`src/shared/eaes_consts.vh`:
```
// Functional notes
// - With the emulation port enabled in an expanded mode, a window access puts the page index on the extended address lines.
// - Outside the window the extended address is 0x3d, 0x3e or 0x3f for the low, second and top 16K blocks.
// - Extended address and emulation chip select reach the pins only while emulation is enabled in an expanded mode.
// - With 0K allocated, chip select is high below 0x8000 and low from 0x8000 up, whatever the high-map bit.
// - With 16K allocated, chip select is low only for the top block.
// - With 48K allocated, chip select is high for block 0, follows the high-map bit in block 1, low for internal window pages and low in the top block.
// - With 64K allocated, both low blocks are selected unless high-map is set, internal window pages are selected and the top block always is.
// - With emulation enabled, port K bit 7 is the active-low emulation chip select.
// - With emulation disabled, the port K pins are general purpose I/O.
// - A window access is internal when the page index is in the on-chip range set by the paging switches, else external.
`ifndef EAES_CONSTS_VH
`define EAES_CONSTS_VH
`define EAES_XA_BLK0 6'h3d
`define EAES_XA_BLK1 6'h3e
`define EAES_XA_BLK3 6'h3f
`define EAES_BLK_WINDOW 2'h2
`define EAES_BLK_TOP 2'h3
`define EAES_SIZE_0K 2'h0
`define EAES_SIZE_16K 2'h1
`define EAES_SIZE_48K 2'h2
`define EAES_SIZE_64K 2'h3
`define EAES_PAGE_BASE_SW0 6'h38
`define EAES_PAGE_BASE_SW1 6'h30
`define EAES_PAGE_BASE_SW2 6'h20
`define EAES_PAGE_BASE_SW3 6'h00
`define EAES_BLK_LOW 2'h0
`define EAES_BLK_MID 2'h1
`define EAES_XA_ALL_DRIVEN 6'h3f
`define EAES_RST_PORT 8'h00
`define EAES_RST_XA 6'h00
`define EAES_RST_CS_N 1'b1
`define EAES_CS_BIT 7
`endif

```
`src/hw/eaes_select.v`:
```
`include "eaes_consts.vh"
`default_nettype none
module eaes_select
(
   input wire core_clk_in,
   input wire reset_n_in,
   input wire [15:0] cpu_address_in,
   input wire [5:0] program_page_index_in,
   input wire [1:0] paging_config_switches_in,
   input wire [1:0] flash_size_sel_in,
   input wire flash_high_map_only_in,
   input wire emulation_port_enable_in,
   input wire expanded_mode_in,
   input wire [7:0] gpio_out_in,
   input wire [7:0] gpio_oe_in,
   output reg [7:0] port_k_out,
   output reg [7:0] port_k_oe_out,
   output reg [5:0] extended_address_hi_out,
   output reg emulation_chip_select_n_out,
   output reg emulation_active_out
);
   // Everything below is combinational up to one register stage,
   // so the pins lag the address and page index by exactly one clock
   // Block of the current access: 0 and 1 below the window, 2 the window, 3 the top
   wire [1:0] blk;
   // Emulation signals show on the pins only with the port enabled in an expanded mode
   wire emu_on;
   // Window access falls inside the on-chip page range
   reg page_internal;
   // Chip select and extended address as decoded, ahead of the output register
   reg next_cs_n;
   reg [5:0] next_xa;
   // Port K pin data and enable as they will stand after the next edge
   reg [7:0] next_port_k;
   reg [7:0] next_port_k_oe;

   // Lowest on-chip page for one paging switch setting
   // Setting 3 puts every page on chip, so its base is page 0
   function [5:0] eaes_page_base;
      input [1:0] sw;
      begin
         case (sw)
            2'h0: eaes_page_base = `EAES_PAGE_BASE_SW0;
            2'h1: eaes_page_base = `EAES_PAGE_BASE_SW1;
            2'h2: eaes_page_base = `EAES_PAGE_BASE_SW2;
            default: eaes_page_base = `EAES_PAGE_BASE_SW3;
         endcase
      end
   endfunction

   // True for an access inside the program page window
   // Only there does the page index matter at all
   function eaes_in_window;
      input [1:0] b;
      begin
         eaes_in_window = (b == `EAES_BLK_WINDOW);
      end
   endfunction

   // Fixed extended address code of an unpaged block
   // The window never reaches this decode; it carries the page index instead
   function [5:0] eaes_fixed_code;
      input [1:0] b;
      begin
         case (b)
            `EAES_BLK_LOW: eaes_fixed_code = `EAES_XA_BLK0;
            `EAES_BLK_MID: eaes_fixed_code = `EAES_XA_BLK1;
            default: eaes_fixed_code = `EAES_XA_BLK3;
         endcase
      end
   endfunction

   // Chip select with no flash allocated
   // The window and the top block both go to the emulator
   function eaes_cs_n_0k;
      input [1:0] b;
      begin
         case (b)
            `EAES_BLK_LOW: eaes_cs_n_0k = 1'b1;
            `EAES_BLK_MID: eaes_cs_n_0k = 1'b1;
            default: eaes_cs_n_0k = 1'b0;
         endcase
      end
   endfunction

   // Chip select with 16K allocated
   // Only the top block goes to the emulator, the window included stays high
   function eaes_cs_n_16k;
      input [1:0] b;
      begin
         case (b)
            `EAES_BLK_LOW: eaes_cs_n_16k = 1'b1;
            `EAES_BLK_MID: eaes_cs_n_16k = 1'b1;
            `EAES_BLK_WINDOW: eaes_cs_n_16k = 1'b1;
            default: eaes_cs_n_16k = 1'b0;
         endcase
      end
   endfunction

   // Chip select with 48K allocated
   // Block 1 obeys the high-map bit and the window follows its page range
   function eaes_cs_n_48k;
      input [1:0] b;
      input high_map;
      input internal;
      begin
         case (b)
            `EAES_BLK_LOW: eaes_cs_n_48k = 1'b1;
            `EAES_BLK_MID: eaes_cs_n_48k = high_map;
            `EAES_BLK_WINDOW: eaes_cs_n_48k = ~internal;
            default: eaes_cs_n_48k = 1'b0;
         endcase
      end
   endfunction

   // Chip select with 64K allocated
   // Both low blocks obey the high-map bit and the window follows its page range
   function eaes_cs_n_64k;
      input [1:0] b;
      input high_map;
      input internal;
      begin
         case (b)
            `EAES_BLK_LOW: eaes_cs_n_64k = high_map;
            `EAES_BLK_MID: eaes_cs_n_64k = high_map;
            `EAES_BLK_WINDOW: eaes_cs_n_64k = ~internal;
            default: eaes_cs_n_64k = 1'b0;
         endcase
      end
   endfunction

   // Block select and emulation qualifier
   assign blk = cpu_address_in[15:14];
   assign emu_on = emulation_port_enable_in & expanded_mode_in;

   // Page range classification from the paging switches
   // Switches are integration straps; a change mid-run only shifts the boundary
   always @*
   begin
      page_internal = (program_page_index_in >= eaes_page_base(paging_config_switches_in));
   end

   // Extended address: page index in the window, fixed codes elsewhere
   // Always decoded, even when the pins are lent to general purpose use
   always @*
   begin
      if (eaes_in_window(blk))
         next_xa = program_page_index_in;
      else
         next_xa = eaes_fixed_code(blk);
   end

   // Chip select tables, one per allocated size
   // The size input is a strap, so changes need no glitch guard
   always @*
   begin
      case (flash_size_sel_in)
         `EAES_SIZE_0K: next_cs_n = eaes_cs_n_0k(blk);
         `EAES_SIZE_16K: next_cs_n = eaes_cs_n_16k(blk);
         `EAES_SIZE_48K: next_cs_n =
            eaes_cs_n_48k(blk, flash_high_map_only_in, page_internal);
         default: next_cs_n =
            eaes_cs_n_64k(blk, flash_high_map_only_in, page_internal);
      endcase
   end

   // Port K pin mux: emulation takes bits 7 and 5:0
   // Bit 6 stays general purpose, as the external select is not built here
   always @*
   begin
      if (emu_on)
      begin
         next_port_k = {next_cs_n, gpio_out_in[6], next_xa};
         next_port_k_oe = {1'b1, gpio_oe_in[6], `EAES_XA_ALL_DRIVEN};
      end
      else
      begin
         next_port_k = gpio_out_in;
         next_port_k_oe = gpio_oe_in;
      end
   end

   // Internal view of the decode
   // Registered so that every output comes straight from a flip-flop
   always @(posedge core_clk_in)
   begin
      if (!reset_n_in)
      begin
         extended_address_hi_out <= `EAES_RST_XA;
         emulation_chip_select_n_out <= `EAES_RST_CS_N;
      end
      else
      begin
         extended_address_hi_out <= next_xa;
         emulation_chip_select_n_out <= next_cs_n;
      end
   end

   // Emulation qualifier, aligned with the pins it governs
   // Lets port logic know which pins are lent out this cycle
   always @(posedge core_clk_in)
   begin
      if (!reset_n_in)
         emulation_active_out <= 1'b0;
      else
         emulation_active_out <= emu_on;
   end

   // Registered pins; one cycle of latency buys glitch-free pins
   // Reset releases every pin, so nothing is driven until the first decode
   always @(posedge core_clk_in)
   begin
      if (!reset_n_in)
      begin
         port_k_out <= `EAES_RST_PORT;
         port_k_oe_out <= `EAES_RST_PORT;
      end
      else
      begin
         port_k_out <= next_port_k;
         port_k_oe_out <= next_port_k_oe;
      end
   end
endmodule
`default_nettype wire

```
`config.mk`:
```
export PLATFORM = sky130hd
export DESIGN_NAME = eaes_select
export DESIGN_NICKNAME = d
export VERILOG_FILES = /design/src/hw/eaes_select.v
export VERILOG_INCLUDE_DIRS = /design/src /design/src/shared
export SDC_FILE = /design/constraint.sdc
export NUM_CORES = 1
export LEC_CHECK = 0
export BUFFER_PORTS_ARGS = -buffer_cell sky130_fd_sc_hd__buf_2
export CAP_MARGIN = 10
export CORE_AREA = 5 5 56 58
export DETAILED_ROUTE_END_ITERATION = 12
export DIE_AREA = 0 0 61 63
export GPL_TIMING_DRIVEN = 0
export HOLD_SLACK_MARGIN = 0.08
export PLACE_DENSITY_LB_ADDON = 0.2
export SYNTH_ARGS = -nofsm -noshare
export SYNTH_HDL_FRONTEND = slang
export SYNTH_SLANG_ARGS = --single-unit
```
`constraint.sdc`:
```
create_clock -name core_clk_in -period 1.2 [get_ports core_clk_in]
set_input_delay 0.06 -clock core_clk_in [delete_from_list [all_inputs] [get_ports core_clk_in]]
set_output_delay 0.06 -clock core_clk_in [all_outputs]
set_load 0.005 [all_outputs]
```
; Word level (Yosys, flattened, before mapping)
; Index checks and enable logic that the tools add are counted.
[classes]
bitwise_logic = 2
reduce_logical = 5
magnitude_cmp = 1
eq_ne = 6
muxes = 10
[ops]
columns = op, n
row1 = 6-bit one-hot mux with 3 select lines, 1
row2 = 8-bit two-way mux, 2
row3 = 2-bit by 1-bit == test with 1-bit output (second input constant), 3
row4 = 2-bit == test (second input constant), 3
row5 = 6-bit greater-or-equal comparator, 1
row6 = 2-bit logical NOT, 3
row7 = 6-bit two-way mux, 1
row8 = 1-bit one-hot mux with 3 select lines, 2
row9 = 2-bit one-hot mux with 2 select lines, 1
row10 = 3-bit OR reduction, 1
row11 = 1-bit two-way mux, 2
row12 = 1-bit one-hot mux with 2 select lines, 1
row13 = 2-bit OR reduction, 1
row14 = 1-bit AND, 1
row15 = 1-bit inverter, 1
[word_totals]
regBits = 24
input_bits = 47
out_inout_bits = 24
elab_cells = 29

; Logic depth before layout (Yosys ltp)
; Gate-level depths: netlist of run 1.
[logic_depth]
depth_word = 7
mapped_depth = 6
mapped_depth_nobuf = 6

; Worst setup path after synthesis of run 1
; No wires, ideal clock.
[synth_path]
kind = input port to flip-flop
from = input port paging_config_switches_in[1]
to = register emulation_chip_select_n_out
path_slack_ps = 204
cell_stages = 6
t_required_ps = 1058
t_arrival_ps = 854
path_buffers = 0
setup_time_ps = 142
path_cell_list = nor2_1 > ha_1 > nor4b_2 > o211ai_1 > a22oi_2 > o211ai_1
[synth_via]
elab_chain_len = 6
[synth_lines]
columns = item, line
row1 = start: declaration, eaes_select.v:9  ; input wire [1:0] paging_config_switches_in,
row2 = "2-bit == test, or another cell as far along", eaes_select.v:42  ; case (sw)
row3 = 6-bit one-hot mux with 3 select lines *, eaes_select.v:42
row4 = 6-bit greater-or-equal comparator *, eaes_select.v:140  ; page_internal = (program_page_index_in >= eaes_page_base(paging_config_switches_in));
row5 = 1-bit inverter *, "eaes_select.v:110, eaes_select.v:126"
row6 = 1-bit one-hot mux with 3 select lines / 1-bit one-hot mux with 2 select lines (equally long branches), "eaes_select.v:107, eaes_select.v:123"
row7 = 1-bit one-hot mux with 3 select lines *, eaes_select.v:157  ; case (flash_size_sel_in)
row8 = end signal: assignment, eaes_select.v:190  ; emulation_chip_select_n_out <= `EAES_RST_CS_N;
row9 = end signal: assignment, eaes_select.v:195  ; emulation_chip_select_n_out <= next_cs_n;
row10 = end: declaration, eaes_select.v:19  ; output reg emulation_chip_select_n_out,
; Mark *: on every way between the ends. The rest lies on a longest branch, timed or not.
; A chain may end at the register's enable or synchronous reset.

; Worst setup path in the final report of run 1
[layout_path]
from = input port reset_n_in
to = register extended_address_hi_out[1]
[layout_rtl]
columns = item, line
row1 = start: declaration, eaes_select.v:6  ; input wire reset_n_in,
row2 = end signal: assignment, eaes_select.v:189  ; extended_address_hi_out <= `EAES_RST_XA;
row3 = end signal: assignment, eaes_select.v:194  ; extended_address_hi_out <= next_xa;
row4 = end: declaration, eaes_select.v:18  ; output reg [5:0] extended_address_hi_out,
; No word-level cell between the ends.

==> impl_metrics.env, run 1 <==
export IMPL_clock_root_buffer="clkbuf_4"
export IMPL_max_freq_ghz=0.8442
export IMPL_worst_setup_path_start_kind="primary input"
export IMPL_drc=0
export IMPL_finalSetupViolCount=0
export IMPL_syn_area_per_cell_um2=10.56
export IMPL_tightest_slew_ns=0.4474
export IMPL_worst_path_buf_inv=2
export IMPL_ys_types=24
export IMPL_crit_fanout=6
export IMPL_worstSetupPathType="in2reg"
export IMPL_synth_edf_count=0
export IMPL_wl_per_cell_um=12.06
export IMPL_synthTopCellsByCount="dfxtp_1 (24), nor2_1 (7), o21a_1 (7)"
export IMPL_ys_top_cells_by_area="dfxtp_1 (52%), o21a_1 (5.7%), o211a_1 (5.4%)"
export IMPL_slowest_delay_ns=0.63
export IMPL_synth_adder_area_share_pct=4.087
export IMPL_drtIter0Drc=9
export IMPL_core_area_um2=2615
export IMPL_hold_viol_final=0
export IMPL_yosysMostFrequentCell="dfxtp_1"
export IMPL_io_pins=71
export IMPL_h_tree_depth=1
export IMPL_initial_core_util_pct=35.12
export IMPL_synth_largest_area_cell="dfxtp_1"
export IMPL_path_clk_slew_ns=0.14
export IMPL_antennaDiodeCount=0
export IMPL_first_global_vias=908
export IMPL_yosys_register_bits=24
export IMPL_drv_cap=0
export IMPL_synth_async_reset_ratio_pct=0
export IMPL_finalNetCount=222
export IMPL_synthesis_area_um2=918.4
export IMPL_critPathArrivalTime_ns=1.40
export IMPL_synth_xor_area_share_pct=0
export IMPL_cp_slowest_cell="dlygate4sd3_1"
export IMPL_synth_ff_type="dfxtp_1"
export IMPL_via_per_inst=4.396
export IMPL_fp_dieW_um=61
export IMPL_cts_buffer_depth=2
export IMPL_cp_common_cell="dlygate4sd3_1"
export IMPL_min_period_ns=1.185
export IMPL_synth_cells=87
export IMPL_num_vias=888
export IMPL_status="finished, final reports clean"
export IMPL_maxSlewViolCount=0
export IMPL_hpwl_um=1797
export IMPL_holdWs_ns=0.09570
export IMPL_cts_sinks=24
export IMPL_antenna_found_initial=0
export IMPL_totalPowerFinal_mw=1.754
export IMPL_drt_antenna_violating_nets=0
export IMPL_cts_tree="yes"
export IMPL_syn_to_final_growth_pct=67.71
export IMPL_portBuffers=56
export IMPL_drive_gt1_share_pct=38.01
export IMPL_end_kind="flop"
export IMPL_row_count=19
export IMPL_grt_first_pass_wirelength_um=3815
export IMPL_post_cts_setup_buffers=0
export IMPL_rsz0062_at_grt="no"
export IMPL_power_density_nw_per_um2=1139
export IMPL_yosysWarnings=0
export IMPL_synth_mux_area_share_pct=1.090
export IMPL_crit_family="buffers and inverters"
export IMPL_grt_overflow_total=0
export IMPL_synth_compound_area_share_pct=19.48
export IMPL_dieArea_um2=3843
export IMPL_yosysSeqAreaShare_pct=52.32
export IMPL_required_ns=1.42
export IMPL_synth_top_area_share_pct=52.32
export IMPL_gp_congestion=0.7209
export IMPL_post_route_period_util_pct=98.71
export IMPL_path_cells="dlygate4sd3_1 -> nor2b_1 -> dlygate4sd3_1"
export IMPL_synth_top_family_by_area="compound AO/OA/AOI/OAI gates"
export IMPL_peakVddDrop_mv=0.8159
export IMPL_die_h_um=63
export IMPL_holdCritPathClass="in2reg"
export IMPL_numCtsBuffers=3
export IMPL_syn_nets=137
export IMPL_max_slew_margin_pct=70.18
export IMPL_grt_max_degree=15
export IMPL_grt_use_total_pct=13.15
export IMPL_leakagePower_nw=0.7764
export IMPL_finalWirelength_um=2437
export IMPL_synth_simple_area_share_pct=17.71
export IMPL_drt_pass1_iter_count=4
## final cells by class
cell class / count / area [um^2]
clock inverters: 1 / 30.03
multi-input cells: 54 / 389.1
repair buffers: 80 / 530.5
flip-flops and latches: 24 / 480.5
clock buffers: 3 / 22.52
fillers: 262 / 1075
well taps: 31 / 38.79
inverters: 4 / 15.01
plain buffers: 5 / 33.78
## worst paths after layout
check,to,depth (start not counted),start
worst max-delay path,extended_address_hi_out[1],3,reset_n_in
worst min-delay path,port_k_out[7],4,gpio_out_in[7]
## sequential cells by signal (all words and copies together), names as in the netlist
register	cells
extended_address_hi_out	6
emulation_chip_select_n_out	1
port_k_out	8
port_k_oe_out	8
emulation_active_out	1
## timing repair
item / CTS / global route
endpoints found under the hold margin: 23 / 0
gates resized for setup: 0 / 0
hold buffers: 26 / 0
setup endpoints to repair: 0 / 3
## cells by family (layout without fill, tap and decap cells)
group | Yosys count | in the layout
adder cells (fa/ha/maj) | 3 | 3
buffers and inverters | 9 | 93
multiplexers | 1 | 1
AO/OA/AOI/OAI | 22 | 22
flip-flops | 24 | 24
AND/OR/NAND/NOR | 28 | 28
## placed cells by master (no fill, tap or decap), drive strengths merged, types with 3 or more instances in the layout
| cell | netlist | layout |
|---|---|---|
| a21oi | 3 | 3 |
| nand2 | 6 | 6 |
| and2 | 5 | 5 |
| o211a | 5 | 5 |
| inv | 4 | 4 |
| o21a | 7 | 7 |
| nor2 | 7 | 7 |
| buf | 2 | 56 |
| dfxtp | 24 | 24 |
| ha | 3 | 3 |
| nor2b | 6 | 6 |
| dlygate4sd3 | 0 | 26 |
| clkbuf | 3 | 6 |
## stage by stage
| step | setup TNS, ns | area (um^2) | setup WS (ns) | instances | utilization, % |
|---|---|---|---|---|---|
| 3_3_place_gp | 0 | 1237 | 0.01275 | 174 | 47.32 |
| 4_1_cts | 0 | 1550 | 0.01644 | 204 | 59.28 |
| 2_1_floorplan | 0 | 918.4 | 0.2042 | 87 | - |
| 3_5_place_dp | -0.04330 | 1237 | -0.04330 | 174 | 47.32 |
| 5_1_grt | 0 | 1540 | 0.001283 | 202 | 58.90 |
| 6_report | 0 | 1540 | 0.01550 | 202 | 58.90 |
## report_power, final
part	total [mW]	internal [mW]	switching (mW)	leakage [nW]
Sequential	0.861	0.850	0.0107	0.201
Clock	0.578	0.337	0.241	0.0279
Combinational	0.315	0.190	0.125	0.548
## layer usage
layer,wire length [um],GRT usage [%]
met4,29,4.878
met2,1230,23.26
met5,0,0
met3,212,4.339
met1,964,13.89
Note: power is estimated with default switching activity, not from simulation.
==> inputs of run 2 (changes only) <==
CELL_PAD_IN_SITES_DETAIL_PLACEMENT = 1   (was default)
CELL_PAD_IN_SITES_GLOBAL_PLACEMENT = 1   (was default)
CORE_AREA = 5 5 49 93   (was 5 5 56 58)
DIE_AREA = 0 0 54 98   (was 0 0 61 63)
==> run 2 against run 1 <==
  * Largest cell class unchanged
  * Core utilization shrank 19 points
  * Critical endpoint is now port_k_out[7]
  * Hold slack lost 0.011 ns
  * Total power shrank 7.2%
==> impl_metrics.env, run 2 (same netlist as run 1, synthesis figures left out) <==
export IMPL_grt_first_pass_wirelength_um=4761
export IMPL_timing_final_ws_setup_ns=0.1178
export IMPL_switching_power_uw=375.6
export IMPL_power_density_nw_per_um2=1085
export IMPL_grt_max_degree=13
export IMPL_required_ns=1.35
export IMPL_finalWirelength_um=2883
export IMPL_finalNetCount=217
export IMPL_swShare_pct=23.08
export IMPL_first_global_vias=1044
export IMPL_drive_gt1_share_pct=41.21
export IMPL_drv_cap=0
export IMPL_dp_slack_ns=-0.04142
export IMPL_post_cts_setup_buffers=0
export IMPL_dieArea_um2=5292
export IMPL_end_kind="flop"
export IMPL_core_area_um2=3804
export IMPL_drt_antenna_violating_nets=0
export IMPL_numCtsBuffers=3
export IMPL_tightest_slew_ns=0.3781
export IMPL_layout_commonest_cell="buf_2"
export IMPL_pwr_share_comb_pct=18.9
export IMPL_critPathArrivalTime_ns=1.23
export IMPL_status="finished, final reports clean"
export IMPL_maxSlewViolCount=0
export IMPL_cts_sinks=24
export IMPL_min_period_ns=1.082
export IMPL_finalSetupViolCount=0
export IMPL_drc=0
export IMPL_portBuffers=56
export IMPL_top_regs="port_k_oe_out x8, port_k_out x8, extended_address_hi_out x6"
export IMPL_fp_dieW_um=54
export IMPL_cts_tree="yes"
export IMPL_initial_core_util_pct=24.14
export IMPL_p_seq_share_pct=52.9
export IMPL_hpwl_um=2342
export IMPL_power_share_clock_pct=28.2
export IMPL_worst_setup_path_start_kind="primary input"
export IMPL_totalPowerFinal_mw=1.628
export IMPL_cts_buffer_depth=2
export IMPL_antennaDiodeCount=0
export IMPL_intPower_mw=1.252
export IMPL_holdPathEnd="emulation_chip_select_n_out"
export IMPL_die_h_um=98
export IMPL_post_route_period_util_pct=90.19
export IMPL_max_slew_margin_pct=74.79
export IMPL_crit_fanout=4
export IMPL_h_tree_depth=1
export IMPL_worstSetupPathType="in2reg"
export IMPL_peakVddDrop_mv=0.5990
export IMPL_startpoint="flash_size_sel_in[1]"
export IMPL_hold_depth=3
export IMPL_num_vias=918
export IMPL_syn_to_final_growth_pct=63.35
export IMPL_via_per_inst=4.250
export IMPL_io_pins=71
export IMPL_wl_per_cell_um=13.35
export IMPL_holdCritStartpoint="flash_size_sel_in[0]"
export IMPL_antenna_found_initial=0
export IMPL_rsz0062_at_grt="no"
export IMPL_gp_congestion=0.6882
export IMPL_grt_use_total_pct=12.28
export IMPL_drtIter0Drc=6
export IMPL_drt_pass1_iter_count=2
export IMPL_hold_viol_final=0
export IMPL_holdCritPathClass="in2reg"
export IMPL_grt_overflow_total=0
export IMPL_leakagePower_nw=0.7510
export IMPL_clock_root_buffer="clkbuf_8"
export IMPL_path_clk_slew_ns=0.08
export IMPL_max_freq_ghz=0.9240
export IMPL_mostFrequentLayoutCells="buf_2 (56), dfxtp_1 (24), dlygate4sd3_1 (19), nor2_1 (7), o21a_1 (7)"
export IMPL_row_count=32
-- run 2: cell count changes in the layout (fill, tap and decap cells not counted), sizes merged --
| cell | previous run | this run |
|---|---|---|
| dlygate4sd3 | 26 | 19 |
| buf | 56 | 58 |
| bufinv | 1 | 0 |
-- run 2: how the worst max path moves through the flow --
stage	end	slack (ns)	cells after the start
6_report	port_k_out[7]	0.12	6
5_1_grt	port_k_out[7]	0.04	6
4_1_cts	emulation_chip_select_n_out	0.01	4
3_5_place_dp	emulation_chip_select_n_out	-0.04	7
3_3_place_gp	emulation_chip_select_n_out	-0.03	7
2_1_floorplan	emulation_chip_select_n_out	0.20	6
-- run 2: cell type report --
class	count	area, um^2
multi-input combinational	54	394.1
clock buffer	3	41.29
buffer	5	35.03
inverter	4	15.01
sequential	24	480.5
tap	51	63.81
fill	477	2303
timing repair buffer	75	470.5
-- run 2: power by group through the flow --
stage | sequential, mW | clock (mW) | combinational, mW
final | 0.861 | 0.459 | 0.308
after global routing | 0.866 | 0.517 | 0.347
after CTS | 0.862 | 0.488 | 0.315
after detailed placement | 0.881 | 0 | 0.266
after global placement | 0.879 | 0 | 0.257
after floorplan | 0.890 | 0 | 0.108
-- run 2: metal layers --
metal / up-vias / wire [um] / track usage (%)
met5: - / 0 / 0
met4: 0 / 86 / 7.678
met3: 4 / 164 / 2.748
met2: 31 / 1679 / 22.06
met1: 433 / 952 / 11.61
li1: 450 / - / -
-- run 2: critical path: stages --
cell and delay, ns:
dlygate4sd3_1 0.52, buf_2 0.13, o21ai_1 0.08, a22oi_2 0.21, a21oi_1 0.10, o2bb2ai_1 0.13
-- run 2: stage by stage --
step                      instance area (um^2)  setup TNS [ns]  cells  utilization (%)  hold slack (ns)
after floorplan                          918.4               0     87                -           0.1838
after global placement                    1262        -0.02812    194            33.19           0.2668
after detailed placement                  1262        -0.08128    194            33.19           0.2731
after CTS                                 1494               0    216            39.28          0.09318
after global routing                      1500               0    216            39.44          0.09549
final                                     1500               0    216            39.44          0.08486
-- run 2: timing repair --
action | in CTS | in global routing
setup endpoints to repair | 0 | 4
hold endpoints to repair | 19 | 0
gates resized for setup | 0 | 3
hold buffers | 19 | 0
==> inputs of run 3 (changes only) <==
CORE_AREA = 5 5 50 96   (was 5 5 49 93)
CTS_CLUSTER_SIZE = 24   (was default)
DIE_AREA = 0 0 55 101   (was 0 0 54 98)
clock period = 0.95 ns   (was 1.2 ns; I/O delays follow)
==> run 3 against run 2 <==
  * Core utilization is 1.6 points higher
  * Sequential share of layout area is 2.8 points lower
  * Worst setup slack worse by 0.065 ns
  * Total power is 49% higher
  * Die area is 5.0% higher
  * Hold slack worse by 0.017 ns
  * Sequential power is 27% higher
  * First-iteration DRC count is 50% higher
  * Routed wire length is 2.5% higher
  * Non-clock buffer count is 4 higher
  * Critical path type unchanged
  * Largest cell class unchanged
  * Largest power group unchanged
  * Highest routed layer unchanged
==> impl_metrics.env, run 3 (same netlist as run 1, synthesis figures left out) <==
export IMPL_holdCritPathClass="in2reg"
export IMPL_cts_tree="yes"
export IMPL_post_cts_setup_buffers=0
export IMPL_grt_overflow_total=0
export IMPL_status="finished, final reports clean"
export IMPL_antennaDiodeCount=0
export IMPL_path_clk_slew_ns=0.09
export IMPL_holdWs_ns=0.06773
export IMPL_hpwl_um=2084
export IMPL_worst_setup_path_start_kind="primary input"
export IMPL_syn_to_final_growth_pct=78.88
export IMPL_grt_first_pass_wirelength_um=4353
export IMPL_min_period_ns=0.8976
export IMPL_layout_commonest_cell="buf_2"
export IMPL_core_area_um2=4005
export IMPL_initial_core_util_pct=22.93
export IMPL_finalWirelength_um=2954
export IMPL_power_density_nw_per_um2=1480
export IMPL_max_freq_ghz=1.114
export IMPL_place_area_um2=1264
export IMPL_p_seq_share_pct=44.7
export IMPL_tightest_slew_ns=0.4934
export IMPL_maxSlewViolCount=0
export IMPL_wl_per_cell_um=13.31
export IMPL_grt_use_total_pct=10.61
export IMPL_crit_fanout=2
export IMPL_drive_gt1_share_pct=44.12
export IMPL_finalSetupViolCount=0
export IMPL_gp_congestion=0.6562
export IMPL_h_tree_depth=1
export IMPL_finalNetCount=221
export IMPL_die_h_um=101
export IMPL_dp_slack_ns=-0.2580
export IMPL_hold_depth=3
export IMPL_holdCritStartpoint="flash_size_sel_in[0]"
export IMPL_peakVddDrop_mv=1.063
export IMPL_holdBufCountCts=23
export IMPL_num_vias=914
export IMPL_layoutNonFillerInstCount=222
export IMPL_max_slew_margin_pct=67.11
export IMPL_drtIter0Drc=9
export IMPL_post_route_period_util_pct=94.49
export IMPL_drc=0
export IMPL_drt_pass1_iter_count=2
export IMPL_highest_layer="met4"
export IMPL_power_share_clock_pct=36.9
export IMPL_wl_met3_um=276
export IMPL_totalPowerFinal_mw=2.432
export IMPL_drv_cap=0
export IMPL_hold_viol_final=0
export IMPL_antenna_found_initial=0
export IMPL_io_pins=71
export IMPL_leakagePower_nw=0.7902
export IMPL_pwr_share_comb_pct=18.4
export IMPL_mostFrequentLayoutCells="buf_2 (53), dfxtp_1 (24), dlygate4sd3_1 (23), o21a_1 (7)"
export IMPL_placed_cells=195
export IMPL_numCtsBuffers=3
export IMPL_first_global_vias=1033
export IMPL_fp_dieW_um=55
export IMPL_via_per_inst=4.117
export IMPL_worstSetupPathType="in2reg"
export IMPL_clock_root_buffer="clkbuf_8"
export IMPL_critPathArrivalTime_ns=1.07
export IMPL_switching_power_uw=533.4
export IMPL_wl_met1_um=1146
export IMPL_final_cell_area_um2=1643
export IMPL_end_kind="flop"
export IMPL_required_ns=1.12
export IMPL_row_count=33
export IMPL_holdPathEnd="emulation_chip_select_n_out"
export IMPL_swShare_pct=21.93
export IMPL_grt_max_degree=15
export IMPL_wl_met2_um=1523
export IMPL_intPower_mw=1.898
export IMPL_drt_antenna_violating_nets=0
export IMPL_portBuffers=56
export IMPL_cts_buffer_depth=2
export IMPL_cts_sinks=24
export IMPL_dieArea_um2=5555
export IMPL_timing_final_ws_setup_ns=0.05238
export IMPL_top_regs="port_k_oe_out x8, port_k_out x8, extended_address_hi_out x6"
## run 3: cell types whose count changed in the layout (fill, tap and decap cells not counted), moves of 2 or more
cell,previous run,this run
buf_6,2,5
ha_4,0,2
nor2_1,7,3
dlygate4sd3_1,19,23
ha_1,3,1
buf_2,56,53
nor2_2,0,3
## run 3: stage by stage
stage                TNS (ns)  util [%]
CTS                         0     39.08
global route        -0.006436     41.02
finish                      0     41.02
detailed placement    -0.4965     31.55
global placement      -0.4711     31.55
floorplan            -0.02696         -
## run 3: area by class of cell
cell class,instances,area [um^2]
clock inverter,1,30.03
multi-input combinational,54,447.9
buffer,5,33.78
clock buffer,3,41.29
tap,52,65.06
sequential,24,480.5
fill,485,2362
inverter,4,15.01
timing repair buffer,79,529.3
## run 3: what timing repair did
action | CTS | global route
gates resized for setup | 0 | 15
endpoints found under the hold margin | 23 | 1
endpoints found under the setup margin | 0 | 5
## run 3: layer usage
layer  up-vias  track usage [%]
li1        457                -
met3         2            2.815
met1       418            11.44
met5         -                0
met4         0            3.371
met2        37            18.98
## run 3: power groups by stage
stage / sequential (mW) / combinational (mW) / clock (mW)
floorplan: 1.12 / 0.137 / 0
global placement: 1.11 / 0.327 / 0
detailed placement: 1.11 / 0.334 / 0
CTS: 1.09 / 0.408 / 0.935
global route: 1.09 / 0.497 / 0.949
finish: 1.09 / 0.448 / 0.898
## run 3: critical path, cell delays in order
cell and delay [ns]:
buf_2 0.12, dlygate4sd3_1 0.57, nor2_2 0.14, nand2_1 0.07, o211a_1 0.11
## run 3: worst max-delay path by stage
stage	start	endpoint	slack [ns]	depth (start not counted)
4_1_cts	program_page_index_in[3]	port_k_out[3]	0.009	5
2_1_floorplan	paging_config_switches_in[1]	emulation_chip_select_n_out	-0.03	6
3_5_place_dp	paging_config_switches_in[1]	emulation_chip_select_n_out	-0.26	7
3_3_place_gp	paging_config_switches_in[1]	emulation_chip_select_n_out	-0.25	7
6_report	program_page_index_in[2]	port_k_out[2]	0.05	5
5_1_grt	paging_config_switches_in[1]	emulation_chip_select_n_out	-0.006	7
